File: config.mk
export PLATFORM = sky130hd
export DESIGN_NAME = imseq_sequencer
export DESIGN_NICKNAME = d
export VERILOG_FILES = /design/src/shared/imseq_pkg.sv /design/src/shared/imseq_timer_if.sv /design/src/hw/imseq_sequencer.sv /design/src/hw/imseq_phase_timer.sv
export SDC_FILE = /design/constraint.sdc
export NUM_CORES = 1
export LEC_CHECK = 0
export CAP_MARGIN = 20
export CORE_MARGIN = 8
export CORE_UTILIZATION = 35
export CTS_CLUSTER_SIZE = 20
export DETAILED_ROUTE_END_ITERATION = 8
export DONT_BUFFER_PORTS = 1
export PLACE_DENSITY = 0.57
export SETUP_SLACK_MARGIN = 0.5
export SLEW_MARGIN = 25
export SYNTH_ARGS = -nofsm -noshare
export SYNTH_HDL_FRONTEND = slang
export SYNTH_SLANG_ARGS = --single-unit
File: constraint.sdc
create_clock -name i_ref_clk -period 1.9 [get_ports i_ref_clk]
set_input_delay 0.285 -clock i_ref_clk [delete_from_list [all_inputs] [get_ports i_ref_clk]]
set_output_delay 0.285 -clock i_ref_clk [all_outputs]
set_load 0.05 [all_outputs]
File: src/shared/imseq_pkg.sv
/*
  Shared constants and types of the integrate/measure sequencer.
  Assumes one system clock; every count below is in system-clock periods
  with the divide-by-four option cleared.
*/
package imseq_pkg;

  // ****************************************
  // Sequencing counts
  // ****************************************
  localparam int CNT_W = 12;
  localparam logic [11:0] MEASURE_CYCLE_TIME_LP = 12'h0610;
  localparam logic [11:0] MEASURE_CYCLE_TIME_HS = 12'h064C;
  localparam logic [11:0] CONTINUOUS_READY_DELAY = 12'h0566;
  localparam logic [1:0] PRESCALE_LAST = 2'h3;

  // ****************************************
  // Phase times at the nominal low-power rate
  // ****************************************
  localparam longint VARIANT_RATE_KHZ = 5000;
  localparam longint NS_PER_KHZ_CYCLE = 1000000;
  localparam longint CONVERSION_PHASE_TIME_NS = 135600;
  localparam longint CONVERTER_RESET_TIME_NS = 3200;
  localparam longint INTEGRATOR_RESET_TIME_NS = 36000;
  localparam longint PAUSED_INTEGRATOR_RESET_TIME_NS = 30400;
  localparam longint RELEASE_PHASE_TIME_NS = 400;
  localparam longint FIRST_PAUSED_READY_DELAY_NS = 276500;
  localparam longint SECOND_PAUSED_READY_DELAY_NS = 304800;

  localparam logic [11:0] CONVERSION_CYC = 12'(
    CONVERSION_PHASE_TIME_NS * VARIANT_RATE_KHZ / NS_PER_KHZ_CYCLE);
  localparam logic [11:0] CONVERSION_TOGGLE_RESET_CYC = 12'(
    CONVERTER_RESET_TIME_NS * VARIANT_RATE_KHZ / NS_PER_KHZ_CYCLE);
  localparam logic [11:0] INT_RESET_CYC = 12'(
    INTEGRATOR_RESET_TIME_NS * VARIANT_RATE_KHZ / NS_PER_KHZ_CYCLE);
  localparam logic [11:0] PAUSED_RESET_CYC = 12'(
    PAUSED_INTEGRATOR_RESET_TIME_NS * VARIANT_RATE_KHZ / NS_PER_KHZ_CYCLE);
  // Least time, so round up
  localparam logic [11:0] RELEASE_CYC = 12'(
    (RELEASE_PHASE_TIME_NS * VARIANT_RATE_KHZ + NS_PER_KHZ_CYCLE - 1)
    / NS_PER_KHZ_CYCLE);
  localparam logic [11:0] FIRST_READY_CYC = 12'(
    FIRST_PAUSED_READY_DELAY_NS * VARIANT_RATE_KHZ / NS_PER_KHZ_CYCLE);
  localparam logic [11:0] SECOND_READY_CYC = 12'(
    SECOND_PAUSED_READY_DELAY_NS * VARIANT_RATE_KHZ / NS_PER_KHZ_CYCLE);
  localparam logic [11:0] READY_GAP_CYC = SECOND_READY_CYC - FIRST_READY_CYC;
  localparam logic [11:0] PREPARE_CYC = PAUSED_RESET_CYC + RELEASE_CYC;

  // ****************************************
  // Output word format
  // ****************************************
  localparam int WORD_W = 20;
  localparam int DROP_BITS = 4;
  localparam logic [19:0] OFFSET_CODE = 20'h0_1000;
  localparam logic [19:0] FULL_SCALE_CODE = 20'hF_FFFF;
  localparam logic [3:0] DROPPED_ZERO = 4'h0;
  localparam logic [1:0] INIT_SETTLE = 2'h2;

  // ****************************************
  // Types
  // ****************************************
  typedef enum logic [2:0] {
    ST_FINISH_A,    // Ncont, complete measure of A then B
    ST_PREP_A,      // Ncont, prepare side A
    ST_INT_A,       // Cont, integrate A only
    ST_INT_B_MEAS_A,
    ST_INT_A_MEAS_B,
    ST_INT_B,       // Cont, integrate B only
    ST_PREP_B,      // Ncont, prepare side B
    ST_FINISH_B     // Ncont, complete measure of B then A
  } imseq_state_e;

  typedef enum logic [1:0] {
    PH_IDLE,
    PH_CONVERT,
    PH_CONVERSION_TOGGLE_RESET,
    PH_INT_RESET
  } imseq_phase_e;

endpackage

File: src/shared/imseq_timer_if.sv
/*
  Carrier between the sequencer and its phase timers.
  Assumes both ends sit on the same system clock.
*/
`timescale 1ns/1ps
interface imseq_timer_if;
  logic start;
  logic [11:0] length;
  logic div4;
  logic busy;
  logic done;
  logic [11:0] elapsed;

  modport timer (
    input start,
    input length,
    input div4,
    output busy,
    output done,
    output elapsed
  );
  modport user (
    output start,
    output length,
    output div4,
    input busy,
    input done,
    input elapsed
  );
endinterface

File: src/hw/imseq_sequencer.sv
/*
  Integrate/measure sequencer of a dual-integrator current-input
  converter: eight-state machine, measure-busy timing, data-ready flag
  and offset-binary serial result word.
  Assumes the conversion toggle and serial data clock come from pins
  driven by a host, and that the analog front end supplies a signed
  result code per side.
*/
`timescale 1ns/1ps
module imseq_sequencer #(
  parameter bit HIGH_SPEED = 1'b0
) (
  input wire logic i_ref_clk,
  input wire logic i_reset_n,
  input wire logic i_conversion_toggle,
  input wire logic i_serial_data_clock,
  input wire logic i_clock_divide_by_four,
  input wire logic i_format_full,
  input wire logic [19:0] i_code_a,
  input wire logic [19:0] i_code_b,
  output logic o_data_ready_n,
  output logic o_serial_out,
  output logic [2:0] o_state,
  output logic o_continuous,
  output logic o_measure_busy,
  output logic o_inputs_grounded,
  output logic o_integrate_a,
  output logic o_integrate_b,
  output logic o_measure_side_b,
  output logic [1:0] o_phase
);

  // ****************************************
  // Variant and state record
  // ****************************************
  localparam logic [11:0] MEASURE_CYCLE_TIME = HIGH_SPEED ?
    imseq_pkg::MEASURE_CYCLE_TIME_HS : imseq_pkg::MEASURE_CYCLE_TIME_LP;

  typedef struct packed {
    imseq_pkg::imseq_state_e state;
    logic [1:0] init_cnt;
    logic up;
    logic conversion_toggle_s1;
    logic conversion_toggle_s2;
    logic conversion_toggle_seen;
    logic dck_s1;
    logic dck_s2;
    logic dck_s3;
    logic div_s1;
    logic div_s2;
    logic fmt_s1;
    logic fmt_s2;
    logic pend_a;
    logic pend_b;
    logic measuring;
    logic prep;
    logic last_b;
    logic [1:0] rdq;
    logic rd_b;
    logic ready_n;
    logic dck_hi;
    logic [19:0] shift;
    logic sout;
  } imseq_seq_s;

  imseq_seq_s r;
  imseq_seq_s next_r;

  imseq_timer_if meas ();
  imseq_timer_if rdy ();

  imseq_phase_timer u_meas_timer (
    .i_ref_clk(i_ref_clk),
    .i_reset_n(i_reset_n),
    .tmr(meas.timer)
  );

  imseq_phase_timer u_ready_timer (
    .i_ref_clk(i_ref_clk),
    .i_reset_n(i_reset_n),
    .tmr(rdy.timer)
  );

  // Offset binary with clipping to zero at the low end of the code range; no signed code reaches the full-scale clip
  function automatic logic [19:0] to_offset(input logic [19:0] c);
    logic [21:0] s;
    s = {{2{c[19]}}, c} + {2'h0, imseq_pkg::OFFSET_CODE};
    if (s[21]) begin
      to_offset = '0;
    end else if (s[20]) begin
      to_offset = imseq_pkg::FULL_SCALE_CODE;
    end else begin
      to_offset = s[19:0];
    end
  endfunction

  // ****************************************
  // Next-state logic
  // ****************************************
  logic toggle;
  logic mbsy;
  logic dck_rise;
  logic dck_fall;
  logic [19:0] word;

  always_comb begin
    next_r = r;
    next_r.conversion_toggle_s1 = i_conversion_toggle;
    next_r.conversion_toggle_s2 = r.conversion_toggle_s1;
    next_r.dck_s1 = i_serial_data_clock;
    next_r.dck_s2 = r.dck_s1;
    next_r.dck_s3 = r.dck_s2;
    next_r.div_s1 = i_clock_divide_by_four;
    next_r.div_s2 = r.div_s1;
    next_r.fmt_s1 = i_format_full;
    next_r.fmt_s2 = r.fmt_s1;
    toggle = r.conversion_toggle_s2 != r.conversion_toggle_seen;
    mbsy = meas.busy && r.measuring;
    dck_rise = r.dck_s2 && !r.dck_s3;
    dck_fall = !r.dck_s2 && r.dck_s3;
    meas.start = 1'b0;
    meas.length = MEASURE_CYCLE_TIME;
    meas.div4 = r.div_s2;
    rdy.start = 1'b0;
    rdy.length = imseq_pkg::CONTINUOUS_READY_DELAY;
    rdy.div4 = r.div_s2;
    word = to_offset(r.rd_b ? i_code_b : i_code_a);
    if (!r.fmt_s2) begin
      word = {word[19:4], imseq_pkg::DROPPED_ZERO};
    end
    if (meas.done) begin
      next_r.measuring = 1'b0;
      next_r.prep = 1'b0;
    end

    if (!r.up) begin
      if (r.init_cnt == imseq_pkg::INIT_SETTLE) begin
        next_r.up = 1'b1;
        next_r.last_b = r.conversion_toggle_s2;
        next_r.conversion_toggle_seen = r.conversion_toggle_s2;
        next_r.state = r.conversion_toggle_s2 ? imseq_pkg::ST_FINISH_A
                                 : imseq_pkg::ST_FINISH_B;
      end else begin
        next_r.init_cnt = r.init_cnt + 2'h1;
      end
    end else begin
      case (r.state)
        imseq_pkg::ST_FINISH_A, imseq_pkg::ST_FINISH_B: begin
          next_r.conversion_toggle_seen = r.conversion_toggle_s2;
          if (!mbsy && !meas.done) begin
            if (r.pend_a || r.pend_b) begin
              // Finish the side left over from the drop
              meas.start = 1'b1;
              next_r.measuring = 1'b1;
              next_r.last_b = r.pend_b;
              next_r.pend_a = 1'b0;
              next_r.pend_b = 1'b0;
            end else begin
              meas.start = 1'b1;
              meas.length = imseq_pkg::PREPARE_CYC;
              next_r.prep = 1'b1;
              next_r.state = (r.state == imseq_pkg::ST_FINISH_A) ?
                imseq_pkg::ST_PREP_A : imseq_pkg::ST_PREP_B;
            end
          end
        end
        imseq_pkg::ST_PREP_A: begin
          if (meas.done) begin
            next_r.state = imseq_pkg::ST_INT_A;
          end
        end
        imseq_pkg::ST_PREP_B: begin
          if (meas.done) begin
            next_r.state = imseq_pkg::ST_INT_B;
          end
        end
        default: begin
          if (toggle) begin
            next_r.conversion_toggle_seen = r.conversion_toggle_s2;
            if (mbsy) begin
              // Integration ended before the other side was measured
              next_r.rdq = r.rdq + 2'h1;
              if (r.state == imseq_pkg::ST_INT_B_MEAS_A) begin
                next_r.pend_b = 1'b1;
                next_r.state = imseq_pkg::ST_FINISH_A;
              end else begin
                next_r.pend_a = 1'b1;
                next_r.state = imseq_pkg::ST_FINISH_B;
              end
            end else begin
              // Side just integrated is measured next
              meas.start = 1'b1;
              next_r.measuring = 1'b1;
              next_r.last_b = !r.last_b;
              rdy.start = 1'b1;
              next_r.rdq = 2'h1;
              next_r.rd_b = !r.last_b;
              next_r.state = r.last_b ? imseq_pkg::ST_INT_B_MEAS_A
                : imseq_pkg::ST_INT_A_MEAS_B;
            end
          end
        end
      endcase
    end

    // ****************************************
    // Data-ready flag and serial word
    // ****************************************
    if (dck_fall) begin
      next_r.sout = r.shift[19];
      next_r.shift = {r.shift[18:0], 1'b0};
    end
    if (!r.ready_n && dck_rise) begin
      next_r.dck_hi = 1'b1;
    end
    if (!r.ready_n && dck_fall && r.dck_hi) begin
      next_r.ready_n = 1'b1;
      next_r.dck_hi = 1'b0;
    end
    if (rdy.done && r.rdq != 2'h0) begin
      // New data beats a release in the same cycle
      next_r.ready_n = 1'b0;
      next_r.dck_hi = 1'b0;
      next_r.shift = {word[18:0], 1'b0};
      next_r.sout = word[19];
      next_r.rdq = next_r.rdq - 2'h1;
      next_r.rd_b = !r.rd_b;
      if (r.rdq != 2'h1) begin
        rdy.start = 1'b1;
        rdy.length = imseq_pkg::READY_GAP_CYC;
      end
    end
  end

  always_ff @(posedge i_ref_clk or negedge i_reset_n) begin
    if (!i_reset_n) begin
      r <= '{state: imseq_pkg::ST_FINISH_B, ready_n: 1'b1, default: '0};
    end else begin
      r <= next_r;
    end
  end

  // ****************************************
  // Outputs
  // ****************************************
  logic ncont;
  assign ncont = r.state == imseq_pkg::ST_FINISH_A ||
                 r.state == imseq_pkg::ST_PREP_A ||
                 r.state == imseq_pkg::ST_PREP_B ||
                 r.state == imseq_pkg::ST_FINISH_B;

  always_comb begin
    o_phase = imseq_pkg::PH_IDLE;
    if (mbsy) begin
      if (meas.elapsed < imseq_pkg::CONVERSION_CYC) begin
        o_phase = imseq_pkg::PH_CONVERT;
      end else if (meas.elapsed < imseq_pkg::CONVERSION_CYC +
                   imseq_pkg::CONVERSION_TOGGLE_RESET_CYC) begin
        o_phase = imseq_pkg::PH_CONVERSION_TOGGLE_RESET;
      end else if (meas.elapsed < imseq_pkg::CONVERSION_CYC +
                   imseq_pkg::CONVERSION_TOGGLE_RESET_CYC + imseq_pkg::INT_RESET_CYC) begin
        o_phase = imseq_pkg::PH_INT_RESET;
      end
    end
  end

  assign o_data_ready_n = r.ready_n;
  assign o_serial_out = r.sout;
  assign o_state = r.state;
  assign o_continuous = r.up && !ncont;
  assign o_measure_busy = mbsy;
  assign o_inputs_grounded = !r.up || ncont;
  assign o_integrate_a = r.up && (r.state == imseq_pkg::ST_INT_A ||
                         r.state == imseq_pkg::ST_INT_A_MEAS_B);
  assign o_integrate_b = r.up && (r.state == imseq_pkg::ST_INT_B ||
                         r.state == imseq_pkg::ST_INT_B_MEAS_A);
  assign o_measure_side_b = r.last_b;

endmodule

File: src/hw/imseq_phase_timer.sv
/*
  Down-counting phase timer: runs a length of system-clock periods,
  stretched by four when the divider option is set.
  Assumes start is a one-cycle pulse from logic on the same clock.
*/
`timescale 1ns/1ps
module imseq_phase_timer (
  input wire logic i_ref_clk,
  input wire logic i_reset_n,
  imseq_timer_if.timer tmr
);

  typedef struct packed {
    logic [11:0] remain;
    logic [11:0] elapsed;
    logic [1:0] pre;
    logic busy;
    logic done;
  } imseq_tmr_s;

  imseq_tmr_s r;
  imseq_tmr_s next_r;

  always_comb begin
    next_r = r;
    next_r.done = 1'b0;
    if (tmr.start) begin
      // Zero length would wrap and run 4096 periods; treat it as one period
      next_r.remain = (tmr.length == '0) ? 12'h001 : tmr.length;
      next_r.elapsed = '0;
      next_r.pre = '0;
      next_r.busy = 1'b1;
    end else if (r.busy) begin
      if (tmr.div4 && r.pre != imseq_pkg::PRESCALE_LAST) begin
        next_r.pre = r.pre + 2'h1;
      end else begin
        next_r.pre = '0;
        next_r.elapsed = r.elapsed + 12'h001;
        if (r.remain == 12'h001) begin
          next_r.busy = 1'b0;
          next_r.done = 1'b1;
        end else begin
          next_r.remain = r.remain - 12'h001;
        end
      end
    end
  end

  always_ff @(posedge i_ref_clk or negedge i_reset_n) begin
    if (!i_reset_n) begin
      r <= '0;
    end else begin
      r <= next_r;
    end
  end

  assign tmr.busy = r.busy;
  assign tmr.done = r.done;
  assign tmr.elapsed = r.elapsed;

endmodule

==> summary.md, run 1 <==
| Metric | Value |
|---|---|
| Worst skew pair latency | `around 0.35 ns` |
| Avg Cell Area, Syn | `roughly 9.5 um2` |
| Largest family of logic cells by synthesized area | `simple AND/OR/NAND/NOR gates` |
| Register bit count reported by yosys | `between 80 and 90` |
| Endpoints failing hold | `slightly below 90` |
| Port Buffer Count | `0` |
| GRT Util Overall | `0.156` |
| Post-synthesis simple-gate area fraction | `0.200` |
| Min Clock Period, post-route | `1.96 ns` |
| Hold WC Path Type | `in2async` |
| Routability Congestion | `about 0.88` |
| Proportion of synthesized area in mux cells | `0.0853` |
| Complex-gate fraction of the synthesized area | `0.153` |
| DRC viols | `0` |
| Clock sinks | `89` |
| RSZ-0062 raised after global routing | `yes` |
| Clock power frac | `0.149` |
| Post-Route Skew | `between 0.007 and 0.008 ns` |
| Critical Path Sink Type | `output pin` |
| Outcome | `finished with violations` |
| Setup slack, reg-to-reg | `-0.03 ns` |
| Routed len/inst | `~17 um` |
| Synth cell types | `67` |
| Worst Path Max Fanout | `3` |
| Synth Instances | `around 540` |
| Critical path type | `reg2out` |
| Startpoint types | `flip-flop` |
| Area growth from synthesis to layout | `52.1%` |
| Pwr/cell area | `1640 nW/um2` |
| Max Clock Freq | `between 0.5 and 0.6 GHz` |
| Worst-path clk slew | `~0.070 ns` |
| Syn nets | `600` |
| Slew Limit Fails | `0` |
| Fill cells | `approximately 1,200` |
| Synthesized-area fraction occupied by adder cells | `0.0267` |
| CP arrival | `roughly 1.7 ns` |
| Share of cells above drive strength 1 | `0.457` |
| WL final | `between 10 and 15 mm` |
| Comb power frac | `0.600` |
| Die width | `roughly 140 um` |
| Share of the synthesized area in the top cell type | `0.412` |
| Final hold slack | `-0.372 ns` |
| Reg2Reg Capture Point | `u_meas_timer.r[23]$_DFFE_PN0P_` |
| H-tree Lvls | `3` |
| Total CTS buffers | `9` |
| Max-cap violation count | `0` |
| Violated checks | `negative hold slack, negative setup slack` |
| Sequential fraction of the synthesis area | `0.432` |
| Initial Util | `0.357` |
| Root Buffer | `clkbuf_16` |
| Std-Cell Rows | `44` |
| Largest net degree at the start of global routing | `90` |
| Grt total ovfl | `0` |
| Area of the multi-input gates | `~3700 um2` |
| Leakage | `0.00314 uW` |
| TritonCTS clock tree | `done` |
| Most frequent cell after synthesis | `dfrtp_1` |
| P_sw | `about 5400 uW` |
| Synth Cell Area | `5160 um2` |
| Worst Path Required | `1.62 ns` |
| Xor-xnor portion of the synthesized cell area | `0.0577` |
| Design Area, Final | `between 7000 and 8000 um2` |
| Register Area | `2240 um2` |
| EDFF count, synth | `0` |
| Vias | `4,600` |
| First-pass GRT wire length | `~23 mm` |
| Max clock buf depth | `2` |
| Synth top area cells | `dfrtp_1 41%, mux2i_1 6.8%, nor2_1 3.8%` |
| # IOs | `between 50 and 60` |
| Post-synth top cells | `85 x dfrtp_1, 52 x nor2_1, 39 x nand2_1` |
| Core ar. | `between 10,000 and 15,000 um2` |
| Tot Pwr | `about 13,000 uW` |
| Fraction of registers with async set/reset | `1.00` |
| HPWL after detailed placement | `8.72 mm` |
| Antenna-violating nets left | `0` |
| Die area | `about 19,000 um2` |
| Sw Share | `0.416` |
| Power Internal | `7530 uW` |
| Initial antenna violation count | `0` |
| Inserted Diodes | `0` |
| Top_reg_cell synth | `dfrtp_1` |
| Worst R2R Path Depth | `6` |
| Worst-Margin Slew | `~0.5 ns` |
| Placed cell areas | `6030 um2` |
| Slew headroom | `0.674` |
| PnR worst setup slack | `-0.0552 ns` |
| Final setup violating endpoints | `3` |
| Worst VDD drop | `roughly 1100 uV` |
| FF-to-FF Start | `o_state[1]$_DFFE_PN1P_` |
| Final nets | `between 700 and 800` |
| Period utilization | `1.03` |
| Detailed Routing Iterations Pass 1 | `5` |
| DR vias/cell | `roughly 5.5` |
| Yosys top cell by area | `dfrtp_1` |
| DIE HEIGHT | `137 um` |
| Flop pwr share | `0.251` |
| Vias in the first global route | `between 4,000 and 5,000` |
| Placed Instances | `~750` |
| Non-Filler Instances | `841` |
| CTS Hold Bufs | `4` |
| 1st-iter DRT viols | `372` |
| Synth warn | `0` |
==> sequential cells by signal, summed over array words and instances, names as in the netlist <==
register / count
u_meas_timer.r: 14
u_meas_timer.tmr.busy: 1
r: 33
u_ready_timer.tmr.done: 1
u_ready_timer.tmr.busy: 1
next_r: 5
u_ready_timer.r: 14
o_state: 3
o_measure_side_b: 1
u_meas_timer.tmr.elapsed: 12
u_meas_timer.tmr.done: 1
meas.div4: 1
o_serial_out: 1
o_data_ready_n: 1
==> how the worst max path moves through the flow <==
stage                                            start                end  depth (start not counted)
2_1_floorplan                        r[23]$_DFFE_PN0P_  r[20]$_DFFE_PN0P_                          9
5_1_grt        u_meas_timer.tmr.elapsed[2]$_DFFE_PN0P_         o_phase[0]                          7
4_1_cts        u_meas_timer.tmr.elapsed[2]$_DFFE_PN0P_         o_phase[0]                          7
3_3_place_gp                         r[23]$_DFFE_PN0P_   r[9]$_DFFE_PN0P_                          6
3_5_place_dp                         r[23]$_DFFE_PN0P_  r[20]$_DFFE_PN0P_                          7
6_report       u_meas_timer.tmr.elapsed[2]$_DFFE_PN0P_         o_phase[0]                          7
==> routing by layer <==
metal  wire (um)  track usage
met5           0            0
met4         198       0.0483
met3         766       0.0394
met2        7200        0.263
met1        6250        0.190
==> critical path, cell delays in order, from the launching register on <==
cell	delay, ns
dfrtp_1	0.40
o21ai_1	0.14
nand2_1	0.06
a31oi_1	0.16
o211ai_1	0.11
buf_4	0.16
o2bb2ai_4	0.13
buf_12	0.15
==> power groups by stage <==
| stage | combinational (uW) | sequential, uW | clock, uW |
|---|---|---|---|
| 2_1_floorplan | 4190 | 3080 | 0 |
| 3_3_place_gp | 5080 | 3280 | 0 |
| 3_5_place_dp | 5170 | 3320 | 0 |
| 4_1_cts | 7060 | 3170 | 1970 |
| 5_1_grt | 8280 | 3310 | 2050 |
| 6_report | 7750 | 3240 | 1920 |
==> what timing repair did <==
action / in CTS / in global routing
endpoints found under the setup margin: 85 / 85
pin swaps: 57 / 39
hold endpoints to repair: 93 / 89
gates cloned: 2 / 0
setup buffers: 53 / 14
resized for setup: 154 / 58
==> through the flow <==
stage                     setup TNS, ns  hold WS, ns   util  worst slack, ns
after floorplan                       0      -0.0106      -            0.102
after global placement                0     -0.00727  0.416           0.0243
after detailed placement         -0.110     -0.00690  0.416          -0.0651
after CTS                        -0.103       -0.390  0.515          -0.0660
after global routing             -0.670       -0.395  0.542           -0.164
final                            -0.105       -0.372  0.542          -0.0552
==> cell families after synthesis <==
family | Yosys count
simple gates | 195
buf+inv | 48
compound gates | 123
fa+ha+maj | 11
flops | 89
xor+xnor | 34
mux | 43
==> cell type report <==
class | count | share of cell area
multi-input cells | 407 | 0.471
inverters | 19 | 0.0115
clock buffers | 9 | 0.0287
repair buffers | 126 | 0.162
well taps | 184 | 0.0293
clock inverters | 7 | 0.0121
flip-flops and latches | 89 | 0.285
==> cells in the final DEF (no fill, tap or decap), drive strengths merged, types with 5 or more instances in the layout <==
cell type and n:
nor4 6, mux2 8, nor2b 11, nand3 17, and3 6, or3 7
mux2i 35, xnor2 21, a211oi 6, o22ai 19, nor3 18, inv 17
clkbuf 9, a21oi 25, a31oi 7, nand2 40, o21a 5, o21ai 33
dfrtp 85, clkinvlp 5, xor2 13, nand2b 7, ha 11, nand4 9
nor2 52, buf 122
(Power assumes the default switching activity.)
==> inputs of run 2 (changes only) <==
==> constraint.sdc (replaced) <==
create_clock -name i_ref_clk -period 1.9 [get_ports i_ref_clk]
set_input_delay 0.38 -clock i_ref_clk [delete_from_list [all_inputs] [get_ports i_ref_clk]]
set_output_delay 0.38 -clock i_ref_clk [all_outputs]
set_load 0.05 [all_outputs]
==> summary.md, run 2 (synthesized netlist as in run 1, its figures left out) <==
| Metric | Value |
|---|---|
| Die area | `18,900 um2 (unchanged)` |
| CP arrival | `1.66 ns (about the same)` |
| Max-cap violation count | `0 (unchanged)` |
| TritonCTS clock tree | `done` |
| Area growth from synthesis to layout | `59.3%` |
| Detailed Routing Iterations Pass 1 | `4 (-1)` |
| Share of cells above drive strength 1 | `0.501 (+0.0441)` |
| Inserted Diodes | `0 (unchanged)` |
| Setup slack, reg-to-reg | `-0.10 ns (-0.07 ns)` |
| FF-to-FF Start | `o_state[1]$_DFFE_PN1P_` |
| Core ar. | `14,500 um2 (unchanged)` |
| Worst-path clk slew | `0.06 ns (about the same)` |
| Routability Congestion | `0.861 (-1.8%)` |
| Worst skew pair latency | `0.35 ns (about the same)` |
| Most common cell after layout, fill and taps aside | `buf_4` |
| Reg2Reg Capture Point | `u_meas_timer.r[23]$_DFFE_PN0P_` |
| Grt total ovfl | `0 (unchanged)` |
| Clock sinks | `89 (unchanged)` |
| Endpoints failing hold | `89 (unchanged)` |
| Violated checks | `negative hold slack, negative setup slack` |
| Final hold slack | `-0.272 ns (+0.0996 ns)` |
| Critical Path End | `o_phase[0]` |
| Commonest cells after routing, fill and taps aside | `80 x buf_4, 77 x dfrtp_1, 47 x buf_6` |
| Hold WC Path Type | `in2async` |
| Max clock buf depth | `2 (unchanged)` |
| Root Buffer | `clkbuf_16` |
| First-pass GRT wire length | `24.4 mm (+4.3%)` |
| Leakage | `0.00331 uW (+5.6%)` |
| RSZ-0062 raised after global routing | `yes` |
| Antenna-violating nets left | `0 (unchanged)` |
| Largest net degree at the start of global routing | `90 (unchanged)` |
| DIE HEIGHT | `137 um (unchanged)` |
| Port Buffer Count | `0 (unchanged)` |
| Critical Path Sink Type | `output pin` |
| Routed len/inst | `17.4 um (+1.6%)` |
| DRC viols | `0 (unchanged)` |
| WL final | `15.1 mm (+4.5%)` |
| Startpoint types | `flip-flop` |
| Worst Path Max Fanout | `6 (+3)` |
| Worst R2R Path Depth | `7 (+1)` |
| H-tree Lvls | `3 (unchanged)` |
| Vias | `4,704 (+2.3%)` |
| Max Clock Freq | `0.491 GHz (-4.0%)` |
| 1st-iter DRT viols | `240 (-35%)` |
| Die width | `137 um (unchanged)` |
| Post-Route Skew | `0.00787 ns (+0.0000788 ns)` |
| Period utilization | `1.07 (+0.0431)` |
| # IOs | `59 (unchanged)` |
| Worst setup startpoint | `u_meas_timer.tmr.elapsed[7]$_DFFE_PN0P_` |
| Worst VDD drop | `910 uV (-15%)` |
| Critical path type | `reg2out` |
| Pwr/cell area | `1670 nW/um2 (+1.8%)` |
| Final setup violating endpoints | `20 (+17)` |
| Top Registers | `r: 33 flops, u_meas_timer.r: 14 flops, u_ready_timer.r: 14 flops` |
| Core Util, Final | `0.568 (+0.0258)` |
| Top reg by flops | `r` |
| HPWL after detailed placement | `8.95 mm (+2.6%)` |
| Std-Cell Rows | `44 (unchanged)` |
| Vias in the first global route | `4,902 (+4.2%)` |
| Final nets | `733 (+3.4%)` |
| Initial Util | `0.357 (unchanged)` |
| Outcome | `finished with violations` |
| Worst-Margin Slew | `0.421 ns (-0.0675 ns)` |
| Slew Limit Fails | `0 (unchanged)` |
| Slew headroom | `0.717 (+0.0429)` |
| Setup slack at placement | `0.00794 ns (+0.0731 ns)` |
| DR vias/cell | `5.44 (-0.58%)` |
| PnR worst setup slack | `-0.137 ns (-0.0819 ns)` |
| Initial antenna violation count | `0 (unchanged)` |
| Total CTS buffers | `9 (unchanged)` |
| Min Clock Period, post-route | `2.04 ns (+0.0819 ns)` |
| GRT Util Overall | `0.161 (+0.00514)` |
| Worst Path Required | `1.52 ns (-0.10 ns)` |
| Largest register FFs | `33 (unchanged)` |
## run 2: changes by cell type in the layout (fill, tap and decap cells not counted), sizes merged
cell and delta:
o21ai +1, bufinv -1, clkinv +2, buf +27
dlygate4sd3 -4, clkbuf +3, clkinvlp -4
## run 2: worst min path at each step
stage | start | to | slack (ns) | depth (start not counted)
floorplan | i_reset_n | meas.div4$_DFF_PN0_ | 0.08 | 0
global placement | i_reset_n | u_meas_timer.tmr.elapsed[3]$_DFFE_PN0P_ | 0.09 | 0
detailed placement | i_reset_n | u_meas_timer.tmr.elapsed[2]$_DFFE_PN0P_ | 0.09 | 0
CTS | i_reset_n | u_ready_timer.r[2]$_DFFE_PN0P_ | -0.29 | 0
global route | i_reset_n | u_meas_timer.tmr.elapsed[1]$_DFFE_PN0P_ | -0.29 | 0
finish | i_reset_n | u_meas_timer.tmr.elapsed[0]$_DFFE_PN0P_ | -0.27 | 0
## run 2: stage by stage
| step | total power [uW] | area (um2) | TNS [ns] | cells | hold slack [ns] |
|---|---|---|---|---|---|
| after floorplan | 7270 | 5580 | 0 | 543 | 0.0844 |
| after global placement | 8530 | 6090 | 0 | 757 | 0.0920 |
| after detailed placement | 8650 | 6090 | 0 | 757 | 0.0918 |
| after CTS | 12900 | 7770 | -0.604 | 846 | -0.292 |
| after global routing | 14500 | 8230 | -2.24 | 865 | -0.289 |
| final | 13800 | 8230 | -0.921 | 865 | -0.272 |
## run 2: layer usage
metal / global-route usage / wire length, um / vias up
met5: 0 / 0 / -
met4: 0.0706 / 335 / 0
met3: 0.0350 / 774 / 29
met2: 0.274 / 7930 / 109
met1: 0.190 / 6020 / 2344
li1: - / - / 2222
## run 2: area by class of cell
cell class / instances / area, um2
Fill cell: 1168 / 6250
Multi-Input combinational cell: 408 / 3800
Sequential cell: 89 / 2250
Timing Repair Buffer: 149 / 1560
Clock buffer: 12 / 246
Tap cell: 184 / 230
Inverter: 19 / 90.1
Clock inverter: 4 / 52.6
## run 2: timing repair
item | in CTS | in global routing
resized for setup | 179 | 67
hold endpoints to repair | 89 | 89
pin swaps | 61 | 42
gates cloned | 5 | 0
buffers inserted | 68 | 19
setup endpoints to repair | 86 | 88
## run 2: where the power goes
| part | switching, uW | internal, uW | total [uW] |
|---|---|---|---|
| Combinational | 4210 | 4560 | 8770 |
| Sequential | 656 | 2530 | 3190 |
| Clock | 752 | 1060 | 1810 |
## run 2: worst max-delay path, cell delays in order (launching register included)
cell and delay (ns):
dfrtp_1 0.43, a21oi_1 0.16, o21ai_1 0.11, a31oi_2 0.16, buf_4 0.17, o2bb2ai_4 0.12
buf_12 0.15
